$ cat config.mk
export PLATFORM = sky130hd
export DESIGN_NAME = cbt_bus_seq
export DESIGN_NICKNAME = d
export VERILOG_FILES = /design/src/pkg/cbt_pkg.sv /design/src/pkg/cbt_rstab_if.sv /design/src/hw/cbt_bus_seq.sv /design/src/hw/cbt_sync.sv /design/src/hw/cbt_rstab_class.sv
export SDC_FILE = /design/constraint.sdc
export NUM_CORES = 1
export LEC_CHECK = 0
export CAP_MARGIN = 20
export CORE_ASPECT_RATIO = 0.75
export CORE_MARGIN = 4
export CORE_UTILIZATION = 60
export DETAILED_ROUTE_END_ITERATION = 16
export DONT_BUFFER_PORTS = 1
export PLACE_DENSITY = 0.76
export SYNTH_ARGS = -nofsm -noshare
export SYNTH_HDL_FRONTEND = slang
export SYNTH_SLANG_ARGS = --single-unit
$ cat constraint.sdc
create_clock -name ref_clk -period 2.2 [get_ports ref_clk]
set_input_delay 0.33 -clock ref_clk [delete_from_list [all_inputs] [get_ports ref_clk]]
set_output_delay 0.33 -clock ref_clk [all_outputs]
set_load 0.01 [all_outputs]
$ cat src/pkg/cbt_pkg.sv
// shared constants and types for the cpu bus translation, abort and hold sequencer
// Functional notes
// - strap level caught at reset release; bus timing mode held until next reset
// - strap low adds one translation state to every non-coprocessor bus cycle
// - strap low turns the shared strobe pin into a float command input
// - memory-management instructions trap as undefined until configuration declares them valid
// - translation state sits between T1 and T2 with address/data lines floated
// - T2 to T4 of a translated cycle match an untranslated cycle
// - upper address lines released after the address is latched, then carry data
// - float command during translation enters float idle states instead of T2
// - float states float address/data, upper data, direction and stall the instruction
// - reset/abort pin low one clock is abort, longer low is reset
// - abort in translation or float state goes T2 then idle, no access
// - aborted instruction takes abort vector with its own address as return
// - aborted prefetch halts prefetch; trap only when the queue runs empty
// - abort during float is acted upon only after float is released
// - read half of read-modify-write drives status 1011; translator aborts it
// - abort outside permitted windows raises a high priority abort
// - before grant, bus lines, strobes, direction and byte enables float; the code floats them in the same clock as the grant
// - master drops request; device then drops grant
// - idle bus grants in the cycle after the request is seen
// - request seen before T4 is granted in the clock after T4
// - committed new cycle defers the grant to that cycle's T4
// - strap pin drives the coprocessor data strobe during coprocessor cycles
package cbt_pkg;

  // bus sequencer states, gray along idle-t1-tmmu-t2-t3-t4
  typedef enum logic [3:0] {
    ST_IDLE  = 4'h0,
    ST_T1    = 4'h1,
    ST_TMMU  = 4'h3,
    ST_T2    = 4'h2,
    ST_T3    = 4'h6,
    ST_T4    = 4'h7,
    ST_TF    = 4'h5,
    ST_CT1   = 4'h4,
    ST_CT4   = 4'hc,
    ST_HOLD  = 4'hd
  } cbt_state_e;

  // bus cycle kinds requested by the core
  localparam logic [1:0] KIND_DATA     = 2'h0;
  localparam logic [1:0] KIND_PREFETCH = 2'h1;
  localparam logic [1:0] KIND_COPROC   = 2'h2;
  localparam logic [1:0] KIND_RMW      = 2'h3;

  // status code shown during the read half of read-modify-write
  localparam logic [3:0] STATUS_RMW    = 4'hb;

  // low-level length classification of the reset/abort pin, in clocks
  localparam logic [1:0] LOW_ABORT_CNT = 2'h1;
  localparam logic [1:0] LOW_RESET_CNT = 2'h2;

  // values after reset
  localparam logic       STRAP_LOW_RST = 1'b0;
  localparam logic       MMU_VALID_RST = 1'b0;

endpackage

$ cat src/pkg/cbt_rstab_if.sv
// carrier between the sequencer and the reset/abort pulse classifier
interface cbt_rstab_if;
  logic pin_low;
  logic abort_pls;
  logic reset_act;
  logic reset_rel;

  modport classifier (input pin_low, output abort_pls, output reset_act, output reset_rel);
  modport sequencer  (output pin_low, input abort_pls, input reset_act, input reset_rel);
endinterface

$ cat src/hw/cbt_bus_seq.sv
// cpu bus interface sequencer: translation state, float, abort and bus hold
module cbt_bus_seq
  import cbt_pkg::*;
(
  // clock and reset
  input  wire logic        ref_clk,
  input  wire logic        rst_n,
  // core bus cycle request
  input  wire logic        cyc_req,
  input  wire logic [1:0]  cyc_kind,
  input  wire logic        cyc_write,
  input  wire logic [3:0]  cyc_status,
  input  wire logic [23:0] cyc_addr,
  input  wire logic [31:0] cyc_wdata,
  input  wire logic [3:0]  cyc_be,
  output logic             cyc_done,
  output logic             cyc_aborted,
  output logic [31:0]      cyc_rdata,
  // core instruction side
  input  wire logic [31:0] insn_addr,
  input  wire logic        queue_empty,
  input  wire logic        mmu_insn,
  input  wire logic        set_configuration_instruction_strobe,
  input  wire logic        set_configuration_instruction_mmu,
  output logic             undef_trap,
  output logic             abort_trap,
  output logic [31:0]      abort_ret_addr,
  output logic             hipri_abort,
  output logic             prefetch_halted,
  output logic             core_stall,
  output logic             translate_mode,
  // multiplexed address/data and upper data
  input  wire logic [23:0] address_data_lines_i,
  output logic [23:0]      address_data_lines_o,
  output logic             address_data_lines_oe,
  input  wire logic [7:0]  upper_data_lines_i,
  output logic [7:0]       upper_data_lines_o,
  output logic             upper_data_lines_oe,
  // strobes, direction, byte enables, status
  output logic             address_strobe_n_o,
  output logic             address_strobe_oe,
  output logic             data_direction_o,
  output logic             data_direction_oe,
  output logic [3:0]       byte_enables_n_o,
  output logic             byte_enables_oe,
  output logic [3:0]       bus_status_o,
  // shared strobe/float pin and strap/coprocessor strobe pin
  input  wire logic        strobe_or_float_pin_i,
  output logic             strobe_or_float_pin_o,
  output logic             strobe_or_float_pin_oe,
  input  wire logic        translation_strap_pin_i,
  output logic             translation_strap_pin_o,
  output logic             translation_strap_pin_oe,
  // reset/abort and bus hold pins
  input  wire logic        reset_abort_pin_n,
  input  wire logic        bus_request_n,
  output logic             bus_grant_out_n
);
  typedef struct packed {
    cbt_state_e  st;
    logic        strap_low;
    logic        mmu_valid;
    logic        abort_pend;
    logic        abortable;
    logic        pf_halted;
    logic [1:0]  kind;
    logic        write;
    logic [3:0]  status;
    logic [23:0] addr;
    logic [31:0] wdata;
    logic [3:0]  be;
    logic [31:0] rdata;
    logic        done;
    logic        aborted;
    logic        abt_trap;
    logic [31:0] ret_addr;
    logic        hipri;
    logic        undef;
  } cbt_seq_s;

  cbt_seq_s s_q;
  cbt_seq_s s_d;

  logic [3:0] pins_sync;
  logic       float_raw_n;
  logic       strap_sync;
  logic       hold_req;
  logic       float_cmd;
  logic       abort_hit;

  cbt_rstab_if rif ();

  // all control pins are asynchronous to ref_clk
  cbt_sync #(
    .W (4)
  ) u_pin_sync (
    .ref_clk (ref_clk),
    .rst_n   (rst_n),
    .d       ({strobe_or_float_pin_i, translation_strap_pin_i,
               bus_request_n, reset_abort_pin_n}),
    .q       (pins_sync)
  );

  assign float_raw_n = pins_sync[3];
  assign strap_sync  = pins_sync[2];
  assign hold_req    = !pins_sync[1];
  assign rif.pin_low = !pins_sync[0];

  cbt_rstab_class u_rstab_class (
    .ref_clk (ref_clk),
    .rst_n   (rst_n),
    .rif     (rif)
  );

  // float command only exists in translation mode
  assign float_cmd = s_q.strap_low && !float_raw_n;
  // abort counts only if the clock before the abort pulse was in the translation or a float state
  assign abort_hit = rif.abort_pls && s_q.abortable;

  // next-state logic for the whole sequencer
  always_comb
  begin
    s_d           = s_q;
    s_d.done      = 1'b0;
    s_d.aborted   = 1'b0;
    s_d.abt_trap  = 1'b0;
    s_d.hipri     = 1'b0;
    s_d.undef     = 1'b0;
    s_d.abortable = (s_q.st == ST_TMMU) || (s_q.st == ST_TF);
    // an abort outside the windows is a non-recoverable high priority event
    if (rif.abort_pls && !s_q.abortable)
      s_d.hipri = 1'b1;
    // configuration opens the memory-management instruction set
    if (set_configuration_instruction_strobe)
      s_d.mmu_valid = set_configuration_instruction_mmu;
    if (mmu_insn && !s_q.mmu_valid)
      s_d.undef = 1'b1;
    // halted prefetch only traps once the queue really runs dry
    if (s_q.pf_halted && queue_empty)
    begin
      s_d.pf_halted = 1'b0;
      s_d.abt_trap  = 1'b1;
      s_d.ret_addr  = insn_addr;
    end
    case (s_q.st)
      ST_IDLE:
      begin
        // a committed cycle beats a hold request seen in the same clock
        if (cyc_req)
        begin
          s_d.kind   = cyc_kind;
          s_d.write  = cyc_write;
          s_d.addr   = cyc_addr;
          s_d.wdata  = cyc_wdata;
          s_d.be     = cyc_be;
          s_d.status = (cyc_kind == KIND_RMW) ? STATUS_RMW : cyc_status;
          s_d.st     = (cyc_kind == KIND_COPROC) ? ST_CT1 : ST_T1;
        end
        else if (hold_req)
          s_d.st = ST_HOLD;
      end
      ST_T1:
        s_d.st = s_q.strap_low ? ST_TMMU : ST_T2;
      ST_TMMU:
        s_d.st = float_cmd ? ST_TF : ST_T2;
      ST_TF:
      begin
        // abort is remembered but acted on only when float drops
        if (abort_hit)
          s_d.abort_pend = 1'b1;
        if (!float_cmd)
          s_d.st = ST_T2;
      end
      ST_T2:
      begin
        if (s_q.abort_pend || abort_hit)
        begin
          s_d.st         = ST_IDLE;
          s_d.abort_pend = 1'b0;
          s_d.done       = 1'b1;
          s_d.aborted    = 1'b1;
          if (s_q.kind == KIND_PREFETCH)
            s_d.pf_halted = 1'b1;
          else
          begin
            s_d.abt_trap = 1'b1;
            s_d.ret_addr = insn_addr;
          end
        end
        else
          s_d.st = ST_T3;
      end
      ST_T3:
        s_d.st = ST_T4;
      ST_T4:
      begin
        s_d.rdata = {upper_data_lines_i, address_data_lines_i};
        s_d.done  = 1'b1;
        s_d.st    = hold_req ? ST_HOLD : ST_IDLE;
      end
      ST_CT1:
        s_d.st = ST_CT4;
      ST_CT4:
      begin
        s_d.rdata = {16'h0000, address_data_lines_i[15:0]};
        s_d.done  = 1'b1;
        s_d.st    = hold_req ? ST_HOLD : ST_IDLE;
      end
      ST_HOLD:
        if (!hold_req)
          s_d.st = ST_IDLE;
      default:
        s_d.st = ST_IDLE;
    endcase
    // a long low on the reset/abort pin resets everything but the strap
    if (rif.reset_act)
    begin
      s_d           = '0;
      s_d.st        = ST_IDLE;
      s_d.strap_low = s_q.strap_low;
      s_d.mmu_valid = MMU_VALID_RST;
    end
    // strap is taken as the reset pulse ends and then frozen
    if (rif.reset_rel)
      s_d.strap_low = !strap_sync;
  end

  // state register
  always_ff @(posedge ref_clk)
  begin
    if (!rst_n)
    begin
      s_q           <= '0;
      s_q.st        <= ST_IDLE;
      s_q.strap_low <= STRAP_LOW_RST;
      s_q.mmu_valid <= MMU_VALID_RST;
    end
    else
      s_q <= s_d;
  end

  // core-facing outputs
  assign cyc_done        = s_q.done;
  assign cyc_aborted     = s_q.aborted;
  assign cyc_rdata       = s_q.rdata;
  assign undef_trap      = s_q.undef;
  assign abort_trap      = s_q.abt_trap;
  assign abort_ret_addr  = s_q.ret_addr;
  assign hipri_abort     = s_q.hipri;
  assign prefetch_halted = s_q.pf_halted;
  assign core_stall      = (s_q.st == ST_TF);
  assign translate_mode  = s_q.strap_low;

  // pin drive; address/data and upper data lines float while held or floating
  always_comb
  begin
    address_data_lines_o  = s_q.addr;
    address_data_lines_oe = 1'b0;
    upper_data_lines_o    = s_q.wdata[31:24];
    upper_data_lines_oe   = 1'b0;
    case (s_q.st)
      ST_T1:
        address_data_lines_oe = 1'b1;
      ST_T2, ST_T3, ST_T4:
      begin
        // address already latched outside, so the lines now carry data
        address_data_lines_o  = s_q.wdata[23:0];
        address_data_lines_oe = s_q.write;
        upper_data_lines_oe   = s_q.write;
      end
      ST_CT1, ST_CT4:
      begin
        address_data_lines_o  = {8'h00, s_q.wdata[15:0]};
        address_data_lines_oe = s_q.write;
      end
      default:
        address_data_lines_oe = 1'b0;
    endcase
  end

  // strobes and enables are released only while held; direction is also released in the float state
  assign address_strobe_n_o = (s_q.st != ST_T1);
  assign address_strobe_oe  = (s_q.st != ST_HOLD);
  assign data_direction_o   = !s_q.write;
  assign data_direction_oe  = (s_q.st != ST_HOLD) && (s_q.st != ST_TF);
  assign byte_enables_n_o   = ~s_q.be;
  assign byte_enables_oe    = (s_q.st != ST_HOLD);
  assign bus_status_o       = s_q.status;
  assign bus_grant_out_n    = (s_q.st != ST_HOLD);

  // data strobe only without translation; otherwise the pin is an input
  assign strobe_or_float_pin_o  = !((s_q.st == ST_T2) || (s_q.st == ST_T3));
  assign strobe_or_float_pin_oe = !s_q.strap_low && (s_q.st != ST_HOLD);

  // coprocessor strobe is low through t1 of a coprocessor cycle
  assign translation_strap_pin_o  = (s_q.st != ST_CT1);
  assign translation_strap_pin_oe = (s_q.st == ST_CT1) || (s_q.st == ST_CT4);
endmodule

$ cat src/hw/cbt_sync.sv
// two-flop synchroniser for pin levels
module cbt_sync #(
  parameter int W = 1
) (
  // clock and reset
  input  wire logic         ref_clk,
  input  wire logic         rst_n,
  // level in and out
  input  wire logic [W-1:0] d,
  output logic      [W-1:0] q
);
  typedef struct packed {
    logic [W-1:0] meta;
    logic [W-1:0] stab;
  } cbt_sync_s;

  cbt_sync_s s_q;
  cbt_sync_s s_d;

  // first stage feeds only the second stage
  always_comb
  begin
    s_d.meta = d;
    s_d.stab = s_q.meta;
  end

  // pins idle high, so reset to all ones
  always_ff @(posedge ref_clk)
  begin
    if (!rst_n)
      s_q <= '1;
    else
      s_q <= s_d;
  end

  assign q = s_q.stab;
endmodule

$ cat src/hw/cbt_rstab_class.sv
// tells a one-clock abort pulse from a longer reset on the shared pin
module cbt_rstab_class
  import cbt_pkg::*;
(
  // clock and reset
  input  wire logic ref_clk,
  input  wire logic rst_n,
  // classified pin events
  cbt_rstab_if.classifier rif
);
  typedef struct packed {
    logic [1:0] low_cnt;
    logic       abort_pls;
    logic       reset_act;
    logic       reset_rel;
  } cbt_cls_s;

  cbt_cls_s s_q;
  cbt_cls_s s_d;

  // count low clocks, saturating; verdict given when the pin rises
  always_comb
  begin
    s_d = s_q;
    s_d.abort_pls = 1'b0;
    s_d.reset_rel = 1'b0;
    if (rif.pin_low)
    begin
      if (s_q.low_cnt != LOW_RESET_CNT)
        s_d.low_cnt = s_q.low_cnt + 2'h1;
      s_d.reset_act = (s_q.low_cnt != 2'h0); // second low clock means reset
    end
    else
    begin
      s_d.abort_pls = (s_q.low_cnt == LOW_ABORT_CNT);
      s_d.reset_rel = (s_q.low_cnt == LOW_RESET_CNT);
      s_d.low_cnt   = 2'h0;
      s_d.reset_act = 1'b0;
    end
  end

  always_ff @(posedge ref_clk)
  begin
    if (!rst_n)
      s_q <= '0;
    else
      s_q <= s_d;
  end

  assign rif.abort_pls = s_q.abort_pls;
  assign rif.reset_act = s_q.reset_act;
  assign rif.reset_rel = s_q.reset_rel;
endmodule

==> flow_summary.toml, run 1 <==
[timing]
tightest_slew_ps = 751
fmaxAchievable_ghz = 0.469
setup_ws_ps = 69.6
slew_headroom_pct = 49.9
fin_crit_ps = 2130
finalHoldViolations = 0
setup_viol = 0
fin_crit_sh_pct = 96.8
holdWs_ps = 21.5
drv_slew = 0
skew_ps = 10.7

[synth]
synthDistinctLibCells = 47
asyncSetResetFlopFracSynth_pct = 0
synth_edf_count = 0
syn_area_per_cell_um2 = 8.34
syn-cell-area_mm2 = 0.00681
synth_warnings = 0
synth_ff_type = "dfxtp_1"
ys_seq_elements = 158
ys_seq_area_share_pct = 46.4
synth_nets = 962
synth_cells = 817

[placed_design]
port_buffers = 0
gp_congestion = 0.924
dp_slack_ps = 238
placed_area_mm2 = 0.00643
placedCellCount = 851
dp_hpwl_mm = 11.3

[layout]
num-fill-cells = 922
final-instance-count-excl-fill = 889
syn2layout_area_growth_pct = 4.85
num_antenna_cells = 0
drive_gt1_share_pct = 19.8
nets = 882
final_area_mm2 = 0.00714

[detailed_routing]
wire_per_inst_um = 17.7
first_iter_violations = 210
drc_errors = 0
vias = 4969
viasPerCell = 5.59
firstDrtPassIters = 4
dr_wl_met3_mm = 1.46
ant_nets = 0
routedLengthMet1_mm = 6.18
routed-wl-met2_mm = 7.80
finalWirelength_mm = 15.7
top_layer = "met4"

[clock_network]
clkLatencyLatePin_ps = 410
clockBufferDepth = 2
cts_buffers = 17
clk_pin_slew_ps = 60
cts.sinks = 158
ctsRootBufferMaster = "clkbuf_16"
cts_tree = "yes"
cts-htree-levels = 4

[job]
max-cap-violations = 0

[die]
initial_core_util_pct = 61.8
core_area_mm2 = 0.0110
design.die.area_mm2 = 0.0131
num_rows = 33
die_y_um = 100
io_pins = 266
die_w_um = 131

[run_status]
status = "finished, final reports clean"

[worst_setup_path]
cp-endpoint = "address_data_lines_o[12]"
crit_fanout = 13
critPathRequiredTime_ps = 1870
r2r_end = "s_q[117]"
crit_arrival_ps = 1800
worstSetupPathType = "flop to output port"
start_kind = "flop"
setup.worst_path.start = "s_q[143]"
critPathCaptureType = "output port"
rr_startpoint = "s_q[141]"
reg2regPathDepth = 7
r2r_slack_ps = 210

[power_and_ir_drop]
powerDensity_mw_per_mm2 = 1240
p_int_w = 0.00603
ir_drop_mv = 0.653
pwr-share-seq_pct = 40.3
p_leak_nw = 2.52
pwr-share-comb_pct = 26.7
p_sw_w = 0.00281
switching_share_pct = 31.8
clkPwrFrac_pct = 33.0

[worst_hold_path]
hold_start = "translation_strap_pin_i"
hp-class = "input pin to flop"

[global_route]
grt_pass1_wl_mm = 23.7
grt_overflow_total = 0
grt_pass1_vias = 4945
grt_usage_pct = 23.0
grt_max_degree = 68
antenna_found_initial = 0
flip-flops by register name, indices dropped and copies added, names as in the netlist:
signal / flops
cyc_rdata: 32
bus_status_o: 4
hipri_abort: 1
u_rstab_class.s_q: 2
abort_ret_addr: 32
translate_mode: 1
u_pin_sync.s_d: 4
prefetch_halted: 1
u_rstab_class.rif.abort_pls: 1
abort_trap: 1
cyc_done: 1
s_q: 62
u_rstab_class.rif.reset_act: 1
u_rstab_class.rif.reset_rel: 1
undef_trap: 1
upper_data_lines_o: 8
cyc_aborted: 1
u_pin_sync.q: 4
cell families after synthesis:
logic type	Yosys count	share of synthesized area, %
mux	18	2.94
flops	158	46.4
simple gates	332	21.7
xor+xnor	2	0.257
buf+inv	141	12.8
fa+ha+maj	3	0.551
compound gates	163	15.3
worst min-delay path by stage:
stage                              to  slack [ps]  cells after the start
floorplan             u_pin_sync.q[0]         390                      1
global placement      u_pin_sync.q[2]         390                      1
detailed placement    u_pin_sync.q[0]         400                      1
CTS                 u_pin_sync.s_d[1]           3                      1
global route        u_pin_sync.s_d[2]         0.1                      1
finish              u_pin_sync.s_d[2]          20                      1
routing by layer:
| layer | vias to the layer above | GRT usage [%] |
|---|---|---|
| met5 | - | 0 |
| met1 | 2316 | 25.1 |
| li1 | 2434 | - |
| met4 | 0 | 8.70 |
| met3 | 26 | 9.41 |
| met2 | 193 | 40.0 |
layout by cell type (no fill, tap or decap), drive strengths merged, types with 2 or more instances in the layout:
cell type / synthesis / final
a22oi: 5 / 5
nor3: 7 / 7
bufinv: 0 / 3
buf: 94 / 31
mux2: 16 / 16
inv: 9 / 10
o22ai: 2 / 2
a21oi: 129 / 129
nor2: 27 / 27
mux2i: 2 / 2
and3: 4 / 4
o31ai: 2 / 2
a22o: 8 / 8
dfxtp: 158 / 158
clkbuf: 38 / 22
a31oi: 3 / 3
clkinvlp: 0 / 2
nand4b: 2 / 2
clkinv: 0 / 3
nand3b: 2 / 2
nand3: 2 / 2
nor3b: 5 / 5
nor2b: 5 / 5
nor4b: 2 / 2
a2bb2oi: 2 / 2
o22a: 2 / 2
nand2b: 18 / 18
ha: 3 / 3
nand2: 251 / 251
o21ai: 3 / 3
dlygate4sd3: 0 / 2
power groups by stage:
stage,combinational (W),sequential (W),clock [W]
3_3_place_gp,0.00209,0.00358,0
2_1_floorplan,0.00181,0.00345,0
5_1_grt,0.00258,0.00361,0.00311
3_5_place_dp,0.00216,0.00360,0
6_report,0.00236,0.00356,0.00292
4_1_cts,0.00233,0.00355,0.00296
stage by stage:
stage	util (%)	TNS (ps)	power (W)
floorplan	-	0	0.00526
global placement	58.3	0	0.00567
detailed placement	58.3	0	0.00576
CTS	64.4	0	0.00884
global route	64.8	-113	0.00931
finish	64.8	0	0.00884
cell usage after synthesis (2+ instances only):
cell       number  area share (%)
nand3b_1        2            0.22
o22ai_1         2            0.18
a22o_1          8             1.0
nor3_1          7            0.51
clkbuf_1       38             2.1
ha_1            3            0.55
o21ai_0         3            0.22
a22oi_1         5            0.55
nor4b_1         2            0.26
o22a_1          2            0.26
and3_1          4            0.37
a21oi_2        30             3.9
buf_6           4            0.66
dfxtp_1       158              46
nand3_1         2            0.15
a2bb2oi_1       2            0.26
inv_1           9            0.50
mux2i_1         2            0.29
nor3b_1         5            0.55
nand4b_1        2            0.26
a21oi_1        99             7.3
nand2_1       221              12
buf_2          10            0.73
o31ai_1         2            0.22
nand2_2        30             2.8
a31oi_1         3            0.28
buf_4          80             8.8
nand2b_1       18             1.7
mux2_2         16             2.6
nor2_1         27             1.5
nor2b_1         5            0.46
critical path, stage by stage (launching register included):
cell	delay, ps
dfxtp_4	360
buf_6	150
nand2b_4	100
nor2_4	50
nor2_4	100
buf_4	120
buf_12	140
mux2_2	380
cell type report:
type	instances	area [um^2]	share of cell area [%]
Timing Repair Buffer	33	339	4.75
Clock buffer	22	454	6.36
Multi-Input combinational cell	518	2830	39.6
Inverter	9	33.8	0.473
Tap cell	140	175	2.45
Sequential cell	158	3170	44.4
Clock inverter	9	136	1.91
what timing repair did:
| action | CTS | global route |
|---|---|---|
| buffers inserted | 1 | 3 |
| resized for setup | 9 | 6 |
| endpoints found under the hold margin | 7 | 1 |
| pin swaps | 1 | 1 |
| hold buffers | 1 | 1 |
| setup endpoints to repair | 16 | 17 |
| cloned | 1 | 0 |
Note: power is estimated with default switching activity, not from simulation.
==> run 2, diff against run 1 <==
clock period = 2.4 ns   (was 2.2 ns; I/O delays follow)
==> flow_summary.toml, run 2 (synthesis gave the netlist of run 1 again) <==
[timing]
fmaxAchievable_ghz = 0.443
finalHoldViolations = 0
slew_headroom_pct = 57.6
tightest_slew_ps = 636
setup_viol = 0
setup_tns_ps = 0
fin_crit_sh_pct = 94.1
rsz0062_at_grt = "false"
skew_ps = 13.1
drv_slew = 0
fin_crit_ps = 2260

[detailed_routing]
wire_per_inst_um = 17.5
first_iter_violations = 244
drc_errors = 0
vias = 4888
finalWirelength_mm = 15.4
firstDrtPassIters = 4
viasPerCell = 5.56
ant_nets = 0

[clock_network]
cts_tree = "yes"
cts-htree-levels = 4
cts.sinks = 158
ctsRootBufferMaster = "clkbuf_16"
postCtsSetupRepairBufs = 0
clk_pin_slew_ps = 60
cts_buffers = 17
clockBufferDepth = 2
clkLatencyLatePin_ps = 420

[layout]
largest_reg_flops = 62
final_area_mm2 = 0.00702
final_cell_mix = "nand2_1, dfxtp_1, a21oi_1, nand2_2, a21oi_2"
num_antenna_cells = 0
drive_gt1_share_pct = 18.4
final-instance-count-excl-fill = 879
syn2layout_area_growth_pct = 3.07
nets = 871
top_register = "s_q"
layout.cells.most_common = "nand2_1"

[run_status]
status = "finished, final reports clean"

[worst_setup_path]
critPathRequiredTime_ps = 2040
crit_fanout = 25
start_kind = "flop"
crit_arrival_ps = 1900
critPathCaptureType = "output port"
worstSetupPathType = "flop to output port"

[die]
die_y_um = 100
initial_core_util_pct = 61.8
core_area_mm2 = 0.0110
num_rows = 33
io_pins = 266
die_w_um = 131
design.die.area_mm2 = 0.0131

[job]
max-cap-violations = 0

[worst_hold_path]
hp-class = "input pin to flop"

[placed_design]
dp_hpwl_mm = 11.2
placed_area_mm2 = 0.00639
port_buffers = 0
placedCellCount = 846
gp_congestion = 0.913

[global_route]
grt_pass1_wl_mm = 23.9
antenna_found_initial = 0
grt_usage_pct = 23.0
grt_max_degree = 68
grt_overflow_total = 0
grt_pass1_vias = 4868

[power_and_ir_drop]
ir_drop_mv = 0.534
powerDensity_mw_per_mm2 = 1140
p_leak_nw = 2.47
run 2: final timing paths:
kind	startpoint	to	slack [ps]	cells past startpoint
setup / recovery	s_q[141]	address_data_lines_o[1]	140	5
hold / removal	rst_n	u_pin_sync.q[2]	10	1
setup reg to reg	s_q[144]	upper_data_lines_o[2]	450	5
hold reg to reg	u_pin_sync.s_d[0]	u_pin_sync.q[0]	400	1
run 2: through the flow:
step | setup slack, ps | utilization [%] | hold WS (ps) | total power, W
6_report | 141 | 63.7 | 12.2 | 0.00797
3_3_place_gp | 484 | 58.0 | 393 | 0.00515
4_1_cts | 81.9 | 63.6 | 0.755 | 0.00802
3_5_place_dp | 341 | 58.0 | 395 | 0.00524
5_1_grt | 21.8 | 63.7 | 5.80 | 0.00841
2_1_floorplan | 411 | - | 386 | 0.00482
run 2: timing repair:
action,4_1_cts,5_1_grt
resized for setup,1,1
endpoints found under the hold margin,0,1
hold buffers,0,1
setup endpoints to repair,16,25
run 2: layer usage:
metal / GRT usage (%) / wire length, um
met4: 8.62 / 288
met5: 0 / 0
met2: 37.9 / 7510
met3: 11.1 / 1700
met1: 25.7 / 5910
run 2: critical path, cell delays in order (launching register included):
cell	delay (ps)
dfxtp_1	430
nor2b_1	250
nor2_1	90
nor2_2	130
buf_12	200
mux2_2	390
run 2: final cells by class:
type / count / area [um^2]
tap: 140 / 175
fill: 918 / 4000
timing repair buffer: 22 / 230
sequential: 158 / 3170
clock buffer: 21 / 460
multi-input combinational: 518 / 2800
clock inverter: 11 / 156
inverter: 9 / 33.8
run 2: report_power, final:
| group | internal, W | switching (W) | total (W) |
|---|---|---|---|
| clock | 0.00171 | 0.00107 | 0.00277 |
| sequential | 0.00299 | 0.000303 | 0.00329 |
| combinational | 0.000720 | 0.00119 | 0.00191 |
